**src/design/bitr_pkg.sv**
```systemverilog
package bitr_pkg;

	// processor clock
	localparam int unsigned CLK_HZ         = 10_000_000;
	localparam int unsigned CPU_CLK_HZ     = 2_000_000;
	localparam int unsigned CPU_DIV        = CLK_HZ / CPU_CLK_HZ;
	localparam int unsigned CNT_W          = 16;
	localparam int unsigned NUM_CH         = 3;

	// register map (word addresses on the plain port)
	localparam logic [3:0] ADDR_SEL        = 4'h0;
	localparam logic [3:0] ADDR_RELOAD0    = 4'h1;
	localparam logic [3:0] ADDR_RELOAD1    = 4'h2;
	localparam logic [3:0] ADDR_RELOAD2    = 4'h3;
	localparam logic [3:0] ADDR_COUNT0     = 4'h4;
	localparam logic [3:0] ADDR_COUNT1     = 4'h5;
	localparam logic [3:0] ADDR_COUNT2     = 4'h6;
	localparam logic [3:0] ADDR_STATUS     = 4'h7;
	localparam logic [3:0] ADDR_PEND       = 4'h8;

	// selector slot codes
	typedef enum logic [2:0] {
		BITR_SRC_GND = 3'h0,
		BITR_SRC_RX  = 3'h1,
		BITR_SRC_TX  = 3'h2,
		BITR_SRC_PC0 = 3'h3,
		BITR_SRC_PC3 = 3'h4
	} bitr_src_t;

	// field positions in the selector register
	localparam int unsigned SEL_A_LSB      = 0;
	localparam int unsigned SEL_B_LSB      = 4;
	localparam logic [7:0]  SEL_RESET      = 8'h00;
	localparam logic [15:0] RELOAD_RESET   = 16'hffff;

	// status bit positions
	localparam int unsigned ST_OUT0        = 0;
	localparam int unsigned ST_OUT1        = 1;
	localparam int unsigned ST_OUT2        = 2;
	localparam int unsigned ST_EDGE_PEND   = 3;
	localparam int unsigned ST_MID         = 4;

endpackage

```
**src/design/bitr_top.sv**
```systemverilog
// Implementation choices: the placing of the registers and the address-and-strobe port.
`timescale 1ns/1ps

// Summary of operation
// - one edge request per rising transition
// - mid restart request follows input level
// - mid restart is OR of two slots
// - both slots default to ground
// - low restart, vectored, trap held low
// - channel 0 output drives edge input
// - channel 1 from cpu clock, baud out
// - channel 2 from cpu clock, connector pin
// - channels decrement on falling clock edges
// - counts readable anytime without disturbing them
// - channel 0 from cpu clock, gate true
module bitr_top
	import bitr_pkg::*;
#(
	parameter int unsigned CW = bitr_pkg::CNT_W
) (
	// clock and reset
	input  wire logic          clk,
	input  wire logic          rstn,
	// register port
	input  wire logic [3:0]    addr,
	input  wire logic [15:0]   wdata,
	input  wire logic          wr,
	input  wire logic          rd,
	output logic [15:0]        rdata,
	// peripheral request pins
	input  wire logic          serial_receive_ready,
	input  wire logic          serial_transmit_ready,
	input  wire logic          parallel_port_c_bit0,
	input  wire logic          parallel_port_c_bit3,
	// processor side
	input  wire logic          edge_irq_taken,
	output logic               edge_restart_irq,
	output logic               mid_level_restart_irq,
	output logic               low_level_restart_irq,
	output logic               vectored_irq_request,
	output logic               trap_irq,
	// counter outputs
	output logic               baud_clock,
	output logic               connector_timer_out
);
	import bitr_pkg::*;

	typedef struct packed {
		logic [7:0]  sel;
		logic [2:0]  div;
		logic        cpu_clk;
		logic        edge_prev;
		logic        edge_pend;
		logic        mid;
		logic        low;
		logic        vec;
		logic        trap;
		logic        baud;
		logic        conn;
		logic [15:0] rdata;
	} bitr_state_t;

	bitr_state_t               s_q;
	bitr_state_t               s_d;
	logic [3:0]                pins;
	logic [3:0]                pins_s;
	logic                      cpu_fall;
	logic                      wr_sel;
	logic [NUM_CH-1:0]         wr_rld;
	logic [NUM_CH-1:0][CW-1:0] reload;
	logic [NUM_CH-1:0][CW-1:0] count;
	logic [NUM_CH-1:0]         cout;

	// slot code to request level; spare codes read as ground
	function automatic logic pick(input logic [2:0] code, input logic [3:0] src);
		logic r;
		r = 1'b0;
		case (code)
			BITR_SRC_RX:  r = src[0];
			BITR_SRC_TX:  r = src[1];
			BITR_SRC_PC0: r = src[2];
			BITR_SRC_PC3: r = src[3];
			default:      r = 1'b0;
		endcase
		return r;
	endfunction

	assign pins = {parallel_port_c_bit3, parallel_port_c_bit0,
		serial_transmit_ready, serial_receive_ready};

	// request pins cross two flops before any logic sees them
	bitr_sync #(
		.W    (4)
	) bitr_sync_inst (
		.clk  (clk),
		.rstn (rstn),
		.d    (pins),
		.q    (pins_s)
	);

	// channel 0: output feeds the edge input
	bitr_chan #(
		.CW       (CW)
	) bitr_chan_inst0 (
		.clk      (clk),
		.rstn     (rstn),
		.tick     (cpu_fall),
		.load     (wr_rld[0]),
		.load_val (CW'(wdata)),
		.reload   (reload[0]),
		.count    (count[0]),
		.wave     (cout[0])
	);

	// channel 1: output is the serial bit clock
	bitr_chan #(
		.CW       (CW)
	) bitr_chan_inst1 (
		.clk      (clk),
		.rstn     (rstn),
		.tick     (cpu_fall),
		.load     (wr_rld[1]),
		.load_val (CW'(wdata)),
		.reload   (reload[1]),
		.count    (count[1]),
		.wave     (cout[1])
	);

	// channel 2: output goes to the connector pin
	bitr_chan #(
		.CW       (CW)
	) bitr_chan_inst2 (
		.clk      (clk),
		.rstn     (rstn),
		.tick     (cpu_fall),
		.load     (wr_rld[2]),
		.load_val (CW'(wdata)),
		.reload   (reload[2]),
		.count    (count[2]),
		.wave     (cout[2])
	);

	always_comb begin
		s_d      = s_q;
		cpu_fall = 1'b0;
		wr_sel   = 1'b0;
		wr_rld   = '0;

		// write decode; unmapped addresses are ignored
		if (wr) begin
			if (addr == ADDR_SEL) begin
				wr_sel = 1'b1;
			end else if (addr == ADDR_RELOAD0) begin
				wr_rld[0] = 1'b1;
			end else if (addr == ADDR_RELOAD1) begin
				wr_rld[1] = 1'b1;
			end else if (addr == ADDR_RELOAD2) begin
				wr_rld[2] = 1'b1;
			end
		end

		// processor clock made by dividing the fast clock
		if (s_q.div == 3'(CPU_DIV - 1)) begin
			s_d.div = 3'h0;
		end else begin
			s_d.div = s_q.div + 3'h1;
		end
		if (s_q.div == 3'h0) begin
			s_d.cpu_clk = 1'b1;
		end else if (s_q.div == 3'(CPU_DIV / 2)) begin
			s_d.cpu_clk = 1'b0;
			cpu_fall    = s_q.cpu_clk;
		end

		// sampled low-then-high pair sets pending; set beats clear
		s_d.edge_prev = cout[0];
		if (cout[0] && !s_q.edge_prev) begin
			s_d.edge_pend = 1'b1;
		end else if (edge_irq_taken) begin
			s_d.edge_pend = 1'b0;
		end

		// mid request follows synced levels with no latch, so a flag
		// that software clears withdraws the request by itself
		s_d.mid = pick(s_q.sel[SEL_A_LSB +: 3], pins_s)
			| pick(s_q.sel[SEL_B_LSB +: 3], pins_s);
		if (wr_sel) begin
			s_d.sel = wdata[7:0];
		end

		// nothing on this board drives these, so they stay inactive
		s_d.low  = 1'b0;
		s_d.vec  = 1'b0;
		s_d.trap = 1'b0;

		s_d.baud = cout[1];
		s_d.conn = cout[2];

		// reads never touch count state; read data stands one cycle
		s_d.rdata = 16'h0000;
		if (rd) begin
			if (addr == ADDR_SEL) begin
				s_d.rdata = {8'h00, s_q.sel};
			end else if (addr == ADDR_RELOAD0) begin
				s_d.rdata = 16'(reload[0]);
			end else if (addr == ADDR_RELOAD1) begin
				s_d.rdata = 16'(reload[1]);
			end else if (addr == ADDR_RELOAD2) begin
				s_d.rdata = 16'(reload[2]);
			end else if (addr == ADDR_COUNT0) begin
				s_d.rdata = 16'(count[0]);
			end else if (addr == ADDR_COUNT1) begin
				s_d.rdata = 16'(count[1]);
			end else if (addr == ADDR_COUNT2) begin
				s_d.rdata = 16'(count[2]);
			end else if (addr == ADDR_STATUS) begin
				s_d.rdata = {11'h000, s_q.mid, s_q.edge_pend, cout};
			end else if (addr == ADDR_PEND) begin
				s_d.rdata = {15'h0000, s_q.edge_pend};
			end
		end
	end

	always_ff @(posedge clk or negedge rstn) begin
		if (!rstn) begin
			s_q     <= '0;
			s_q.sel <= SEL_RESET;
		end else begin
			s_q <= s_d;
		end
	end

	assign rdata                 = s_q.rdata;
	assign edge_restart_irq      = s_q.edge_pend;
	assign mid_level_restart_irq = s_q.mid;
	assign low_level_restart_irq = s_q.low;
	assign vectored_irq_request  = s_q.vec;
	assign trap_irq              = s_q.trap;
	assign baud_clock            = s_q.baud;
	assign connector_timer_out   = s_q.conn;

endmodule

module bitr_chan
	import bitr_pkg::*;
#(
	parameter int unsigned CW = bitr_pkg::CNT_W
) (
	// clock and reset
	input  wire logic          clk,
	input  wire logic          rstn,
	// channel clock and reload write
	input  wire logic          tick,
	input  wire logic          load,
	input  wire logic [CW-1:0] load_val,
	// state seen by the register port
	output logic [CW-1:0]      reload,
	output logic [CW-1:0]      count,
	output logic               wave
);
	import bitr_pkg::*;

	typedef struct packed {
		logic [CW-1:0] reload;
		logic [CW-1:0] count;
		logic          wave;
	} bitr_chan_t;

	bitr_chan_t c_q;
	bitr_chan_t c_d;

	// one falling edge of the channel clock: count down, reload at the end
	function automatic logic [CW-1:0] step(input logic [CW-1:0] c, input logic [CW-1:0] r);
		logic [CW-1:0] n;
		if (c <= CW'(1)) begin
			n = r;
		end else begin
			n = c - CW'(1);
		end
		return n;
	endfunction

	// square wave: high while the count is in its upper half
	function automatic logic half(input logic [CW-1:0] c, input logic [CW-1:0] r);
		return c > (r >> 1);
	endfunction

	always_comb begin
		c_d = c_q;
		if (load) begin
			// a new reload restarts the count at once, no stale long period
			c_d.reload = load_val;
			c_d.count  = load_val;
		end else if (tick) begin
			c_d.count = step(c_q.count, c_q.reload);
			c_d.wave  = half(c_d.count, c_q.reload);
		end
	end

	always_ff @(posedge clk or negedge rstn) begin
		if (!rstn) begin
			c_q        <= '0;
			c_q.reload <= CW'(RELOAD_RESET);
			c_q.count  <= CW'(RELOAD_RESET);
		end else begin
			c_q <= c_d;
		end
	end

	assign reload = c_q.reload;
	assign count  = c_q.count;
	assign wave   = c_q.wave;

endmodule

module bitr_sync #(
	parameter int unsigned W = 4
) (
	// clock and reset
	input  wire logic         clk,
	input  wire logic         rstn,
	// levels from outside the clock domain
	input  wire logic [W-1:0] d,
	// levels after two flops
	output logic [W-1:0]      q
);
	typedef struct packed {
		logic [W-1:0] first;
		logic [W-1:0] second;
	} bitr_sync_t;

	bitr_sync_t f_q;
	bitr_sync_t f_d;

	// only the second flop is read, the first may still be settling
	always_comb begin
		f_d        = f_q;
		f_d.first  = d;
		f_d.second = f_q.first;
	end

	always_ff @(posedge clk or negedge rstn) begin
		if (!rstn) begin
			f_q <= '0;
		end else begin
			f_q <= f_d;
		end
	end

	assign q = f_q.second;

endmodule

```
**config.mk**
```make
export PLATFORM = sky130hd
export DESIGN_NAME = bitr_top
export DESIGN_NICKNAME = d
export VERILOG_FILES = /design/src/design/bitr_pkg.sv /design/src/design/bitr_top.sv
export SDC_FILE = /design/constraint.sdc
export NUM_CORES = 1
export LEC_CHECK = 0
export ABC_CLOCK_PERIOD_IN_PS = 4250
export BUFFER_PORTS_ARGS = -buffer_cell sky130_fd_sc_hd__buf_4
export CAP_MARGIN = 20
export CORE_UTILIZATION = 35
export CTS_CLUSTER_SIZE = 16
export DETAILED_ROUTE_END_ITERATION = 12
export SLEW_MARGIN = 20
export SYNTH_ARGS = -nofsm -noshare
export SYNTH_HDL_FRONTEND = slang
export SYNTH_SLANG_ARGS = --single-unit
```
**constraint.sdc**
```tcl
create_clock -name clk -period 4.25 [get_ports clk]
set_input_delay 0.6375 -clock clk [delete_from_list [all_inputs] [get_ports clk]]
set_output_delay 0.6375 -clock clk [all_outputs]
set_load 0.02 [all_outputs]
```
* Word-level counts from Yosys, hierarchy flattened *
Cells that the tools add are included.

storage, ports and cells
  flip-flop bits (word level) = 140
  bits in latches = 0
  memory bits (writable) = 0
  bits in read-only memories = 0
  input bits = 29
  output and inout port bits = 23
  word-level logic and storage cells = 107
  memories kept = 0

operators by class
  add/subtract/negate cells = 4
  multiply operators = 0
  divide/modulo/power cells = 0
  order comparisons = 6
  equality and inequality tests = 18
  shift-type cells = 0
  multiplexer cells = 43
  bitwise operators = 4
  reduce and logical (&&, ||, !) cells = 12

operators with widths
  kind                   number
  $mux 16                20
  $mux 17                3
  $gt 16x15->1           3
  $le 16x1->1 const B    3
  $sub 16x1->16 const B  3
  $eq 4x3->1 const B     4
  $eq 3x2->1 const B     5
  $mux 1                 13
  $reduce_bool 2->1      5
  $eq 3x3->1 const B     3
  $mux 3                 3
  $eq 4x2->1 const B     2
  $pmux 1 s4             2
  $eq 3x1->1 const B     2
  $reduce_and 2->1       3
  $mux 5                 1
  $eq 4x1->1 const B     1
  $eq 4x4->1 const B     1
  $logic_not 4->1        1
  $add 3x1->3 const B    1
  $logic_not 3->1        1
  $not 1->1              3
  $mux 2                 1
  $logic_and 1x1->1      1
  other kinds (2)        2

* Depth between registers and ports, before layout *
  word-level depth = 11
  depth in mapped cells = 18
  mapped depth without buffers = 15

* Modules after synthesis *
From an unflattened synthesis, not the netlist that was laid out.

unflattened totals
  cell total of the unflattened synthesis = 1088
  area, all modules = 9567.9 um^2

modules (own cells, without submodules)
  module     instances  cells each  area an instance (um^2)  sequential area each (um^2)
  bitr_chan  3          272         2321.0                   865.8
  bitr_top   1          264         2404.8                   825.8
  bitr_sync  1          8           200.2                    200.2

* Least setup slack after synthesis *
Ideal clock, no wire load.

  kind = register -> register
  start = register, netlist name bitr_chan_inst0.count[10]
  end = register bitr_chan_inst0.c_q (netlist bit bitr_chan_inst0.wave)
  library setup time = 0.132 ns
  arrival = 3.247 ns
  required time = 4.118 ns
  slack = 0.871 ns
  stages on the path, launching flop included = 12
  path buffers = 2
  period minus slack after synthesis = 3.379 ns
  cell sequence = dfstp_2 > or3_4 > or3_1 > or4_4 > buf_6 > buf_2 > mux2_2 > ha_1 > a2111oi_0 > nand2_1 > nor4b_1 > o21ai_0

on the way
  cells in the longest elaborated chain, start to end = 5
  elaborated cells on any way between the ends = 6
  classes of those cells = add/sub: 1; order compare: 2; mux: 3

ends and longest elaborated chain
  item                                          RTL line                          source
  $sub 16x1->16 or $le 16x1->1 (tied branches)  bitr_top.sv:278, bitr_top.sv:275
  $mux 16 (*)                                   bitr_top.sv:275                   if (c <= CW'(1)) begin
  $mux 16 (*)                                   bitr_top.sv:294                   end else if (tick) begin
  $mux 16 (*)                                   bitr_top.sv:290                   if (load) begin
  $gt 16x15->1 (*)                              bitr_top.sv:285                   return c > (r >> 1);
  end, declared                                 bitr_top.sv:269                   bitr_chan_t c_q;

Every way passes the cells marked *; elsewhere a longest branch is shown, timed or not. The select of a mux whose other input is x is not followed.
A chain may end at the register's enable or synchronous reset.

* Worst setup path in the final report *
  start = register, netlist name bitr_chan_inst0.count[10]
  end = register bitr_chan_inst0.c_q (netlist bit bitr_chan_inst0.wave)

on the way
  cells in the longest elaborated chain, start to end = 5
  elaborated cells on any way between the ends = 6
  classes of those cells = add/sub: 1; order compare: 2; mux: 3

ends and longest elaborated chain
  item                                          RTL line
  $sub 16x1->16 or $le 16x1->1 (tied branches)  bitr_top.sv:278, bitr_top.sv:275
  $mux 16 (*)                                   bitr_top.sv:275
  $mux 16 (*)                                   bitr_top.sv:294
  $mux 16 (*)                                   bitr_top.sv:290
  $gt 16x15->1 (*)                              bitr_top.sv:285

Marks and branches as above.

==> summary.txt <==
===============================================================================================
Horizontal extent of the die .....................................................       163 um
Total of flip-flops plus latches after synthesis .................................          140
Final routed DRC violation total .................................................            0
Final count of hold timing violations ............................................            0
Worst R2R Path Depth .............................................................            9
Register-to-Register Setup Slack .................................................       670 ps
Crit path required time ..........................................................      4560 ps
Post-synthesis cell area ......................................................... 0.00908 sq mm
Crit path to ..................................................................... bitr_chan_inst0.wave
Post-synth EDFFs .................................................................            0
Synth area leader ................................................................      dfstp_2
Critical Path Start Type .........................................................         flop
Relative contribution of combinational cells to total power ......................        0.356
Status ...........................................................................    completed
Antenna diode count ..............................................................            0
Root buffer cell .................................................................    clkbuf_16
Placed Instance Area ............................................................. 0.00966 sq mm
Most common cell in the synthesized netlist ......................................      nand2_1
Critical path start-end classification ........................................... flop to flop
Source of the worst register-to-register timing path ............................. bitr_chan_inst0.count[10]
Die Outline Area ................................................................. 0.0266 sq mm
Leading cell types by count after synthesis ...................................... 130 x nand2_1, 109 x o21ai_0, 96 x dfstp_2, 62 x inv_1, 58 x nor2_1
Worst path arrival time ..........................................................      3890 ps
Vias per Instance ................................................................         5.59
Worst slew margin ................................................................        0.371
Total power ......................................................................      6.22 mW
Classification of the worst-slack hold path ...................................... primary input to asynchronous set/reset pin
Setup slack after layout .........................................................       665 ps
Synthesis Warnings ...............................................................            0
Via count of the first global-routing pass .......................................         7579
Final setup fails ................................................................            0
Post-CTS setup repair buffer count ...............................................            0
Minimum period implied by the final worst setup slack ............................      3580 ps
Core Rows ........................................................................           58
TritonCTS clock tree .............................................................         done
Post-synthesis average cell area .................................................   8.78 sq um
Die span in y ....................................................................       163 um
Area overhead of the layout relative to synthesis ................................        13.2%
Number of fill cells in the layout ...............................................         2542
Nature of the critical path endpoint .............................................         flop
IO Count .........................................................................           52
Total count of max-transition violations in the final report .....................            0
Maximum number of pins on one net before global-route repair .....................           79
Part of the total power dissipated in the clock network ..........................        0.256
RSZ-0062 raised after global routing .............................................        false
Net switching component of the power .............................................      2.32 mW
Clock tree skew after final layout ...............................................      13.2 ps
Maximum clock path buffer count ..................................................            2
Number of library cell types mapped by synthesis .................................           63
Share of the synthesized area in the top cell type ...............................        0.278
Maximum fanout encountered on the critical timing path ...........................           31
Fraction of the cycle the final worst path needs .................................        0.843
Worst vdd rail ir drop ...........................................................       316 uV
Total internal power .............................................................      3.90 mW
Transition time at the pin with the least slew margin ............................       942 ps
Number of port buffers ...........................................................           48
Clock input transition at the sequential cells of the worst setup and hold paths .        60 ps
Violation count after the first detailed-route iteration .........................          877
Post-DP HPWL .....................................................................      20.1 mm
Resize count post-CTS ............................................................            0
Nets .............................................................................         1131
Post-detailed-route count of antenna-violating nets ..............................            0
Leakage ..........................................................................      4.43 nW
Count of maximum capacitance violations ..........................................            0
Setup Slack @ Placement ..........................................................       667 ps
Leading register cell type out of synthesis ......................................      dfstp_2
Switch share .....................................................................        0.373
Layout cell share with drive strength beyond 1 ...................................        0.221
Detailed-route wire length .......................................................      27.2 mm
Overflow after GRT ...............................................................            0
Share of flip-flops with an asynchronous set or reset after synthesis ............         1.00
Launch point of the worst path ................................................... bitr_chan_inst0.count[10]
Post-Route Setup TNS .............................................................         0 ps
Number of CTS-inserted buffers ...................................................           17
Clock latency reported for the late side of the worst-skew pair ..................       440 ps
Max Clock Freq ...................................................................    0.279 GHz
Wire length per cell after detailed routing ......................................      19.5 um
Initial antenna violation count ..................................................            0
Number of buffers inserted by hold repair at cts .................................            0
Cells after Synth ................................................................         1034
Power Density ....................................................................  605 mW/mm^2
Initial cell density of the core .................................................        0.359
Fraction of the yosys area taken by sequential cells .............................        0.399
Largest cells by area after synthesis ............................................ dfstp_2 28%, dfrtp_1 12%, ha_1 7.4%, o21ai_0 6.0%, nand2_1 5.4%
Sequential cell fraction of total power ..........................................        0.388
Wire length of the first global-routing pass .....................................      42.9 mm
Routability congestion estimate from global placement ............................        0.886
Total GRT Usage ..................................................................        0.213
H-Tree Level Count ...............................................................            4
Final Instance Area .............................................................. 0.0103 sq mm
Number of clock sinks ............................................................          140
Area of the placeable core ....................................................... 0.0253 sq mm
Drt first pass iters .............................................................            8
Detailed-route via count .........................................................         7782
R2r endpoint ..................................................................... bitr_chan_inst0.wave
===============================================================================================
[how the worst min path moves through the flow]
stage / start / to / slack (ps) / depth (start not counted)
after floorplan: bitr_sync_inst.f_d[0] / bitr_sync_inst.q[0] / 330 / 0
after global placement: bitr_sync_inst.f_d[0] / bitr_sync_inst.q[0] / 330 / 0
after detailed placement: bitr_sync_inst.f_d[2] / bitr_sync_inst.q[2] / 330 / 0
final: rstn / bitr_sync_inst.f_d[1] / 230 / 1
after CTS: rstn / bitr_sync_inst.f_d[1] / 270 / 1
after global routing: rstn / bitr_sync_inst.f_d[1] / 290 / 1
[registers in the layout, indices dropped and copies added (netlist names), 4 cells and up]
signal	count
bitr_chan_inst0.reload	16
bitr_chan_inst0.count	16
bitr_chan_inst2.count	16
bitr_sync_inst.f_d	4
bitr_chan_inst2.reload	16
bitr_sync_inst.q	4
bitr_chan_inst1.count	16
s_q	13
rdata	16
bitr_chan_inst1.reload	16
[cells in the final DEF (no fill, tap or decap), types with 4 or more instances in the layout]
| cell | Yosys | routed |
|---|---|---|
| dfrtp_1 | 44 | 44 |
| a211oi_1 | 11 | 11 |
| a2bb2oi_1 | 9 | 9 |
| nor2_1 | 58 | 56 |
| nand2_1 | 130 | 130 |
| xnor2_1 | 21 | 21 |
| mux2i_1 | 30 | 30 |
| xor2_1 | 14 | 14 |
| o21ai_1 | 6 | 6 |
| a211o_1 | 4 | 4 |
| dfstp_2 | 96 | 96 |
| a21oi_1 | 54 | 54 |
| o21ai_0 | 109 | 109 |
| inv_1 | 62 | 62 |
| a21o_1 | 11 | 11 |
| o211ai_1 | 7 | 7 |
| buf_4 | 19 | 63 |
| nor3_1 | 27 | 27 |
| nand3b_1 | 5 | 5 |
| mux2_2 | 16 | 16 |
| o21a_1 | 7 | 7 |
| clkbuf_16 | 0 | 17 |
| nand4_1 | 14 | 14 |
| nand2b_1 | 4 | 4 |
| nor4_1 | 9 | 9 |
| nand3_1 | 54 | 54 |
| a22oi_1 | 9 | 9 |
| a31o_2 | 8 | 8 |
| clkinv_4 | 0 | 5 |
| or3_1 | 15 | 15 |
| bufinv_16 | 0 | 4 |
| ha_1 | 54 | 54 |
| o221a_2 | 5 | 5 |
| o22ai_1 | 9 | 9 |
| nor2b_1 | 11 | 11 |
| a31oi_1 | 7 | 7 |
[kinds of logic (layout without fill, tap and decap cells)]
| kind of cell | count (synthesis) | count (layout) | share of synthesized area |
|---|---|---|---|
| xor+xnor | 35 | 35 | 0.0338 |
| simple gates | 348 | 348 | 0.182 |
| buf+inv | 134 | 159 | 0.0656 |
| compound gates | 271 | 271 | 0.182 |
| other cells | 1 | 3 | 0.000413 |
| mux | 51 | 51 | 0.0624 |
| fa+ha+maj | 54 | 54 | 0.0744 |
| flops | 140 | 140 | 0.399 |
[routing by layer]
metal | track usage | part of all wire
met1 | 0.289 | 0.44
met2 | 0.336 | 0.46
met3 | 0.0416 | 0.079
met4 | 0.0731 | 0.023
met5 | 0 | 0
[critical path: stages, from the launching register on]
cell and delay (ps):
dfstp_2 390, or3_4 400, or3_1 390, or4_4 740, mux2_2 350, ha_1 310, a2111oi_0 410, nand2_1 100
nor4b_1 240, o21ai_0 120
[per-stage QoR]
step	hold WS, ps	utilization	std cells
final	231	0.406	1391
after global routing	292	0.406	1391
after CTS	274	0.406	1391
after detailed placement	335	0.381	1359
after global placement	333	0.381	1359
after floorplan	331	-	1036
[power by group through the flow]
stage               sequential, mW  combinational, mW  clock [mW]
detailed placement            2.41               2.20           0
floorplan                     2.22               1.66           0
global placement              2.41               2.17           0
CTS                           2.40               2.21        1.62
global route                  2.47               2.52        1.66
finish                        2.41               2.22        1.59
[area by class of cell]
cell class / count / area (sq um) / share of cell area
Clock buffer: 18 / 429 / 0.0417
Clock inverter: 14 / 195 / 0.0190
Inverter: 62 / 233 / 0.0226
Multi-Input combinational cell: 762 / 4880 / 0.475
Sequential cell: 140 / 3620 / 0.352
Tap cell: 330 / 413 / 0.0402
Timing Repair Buffer: 65 / 504 / 0.0490
Power figures use the tool's default switching activity.
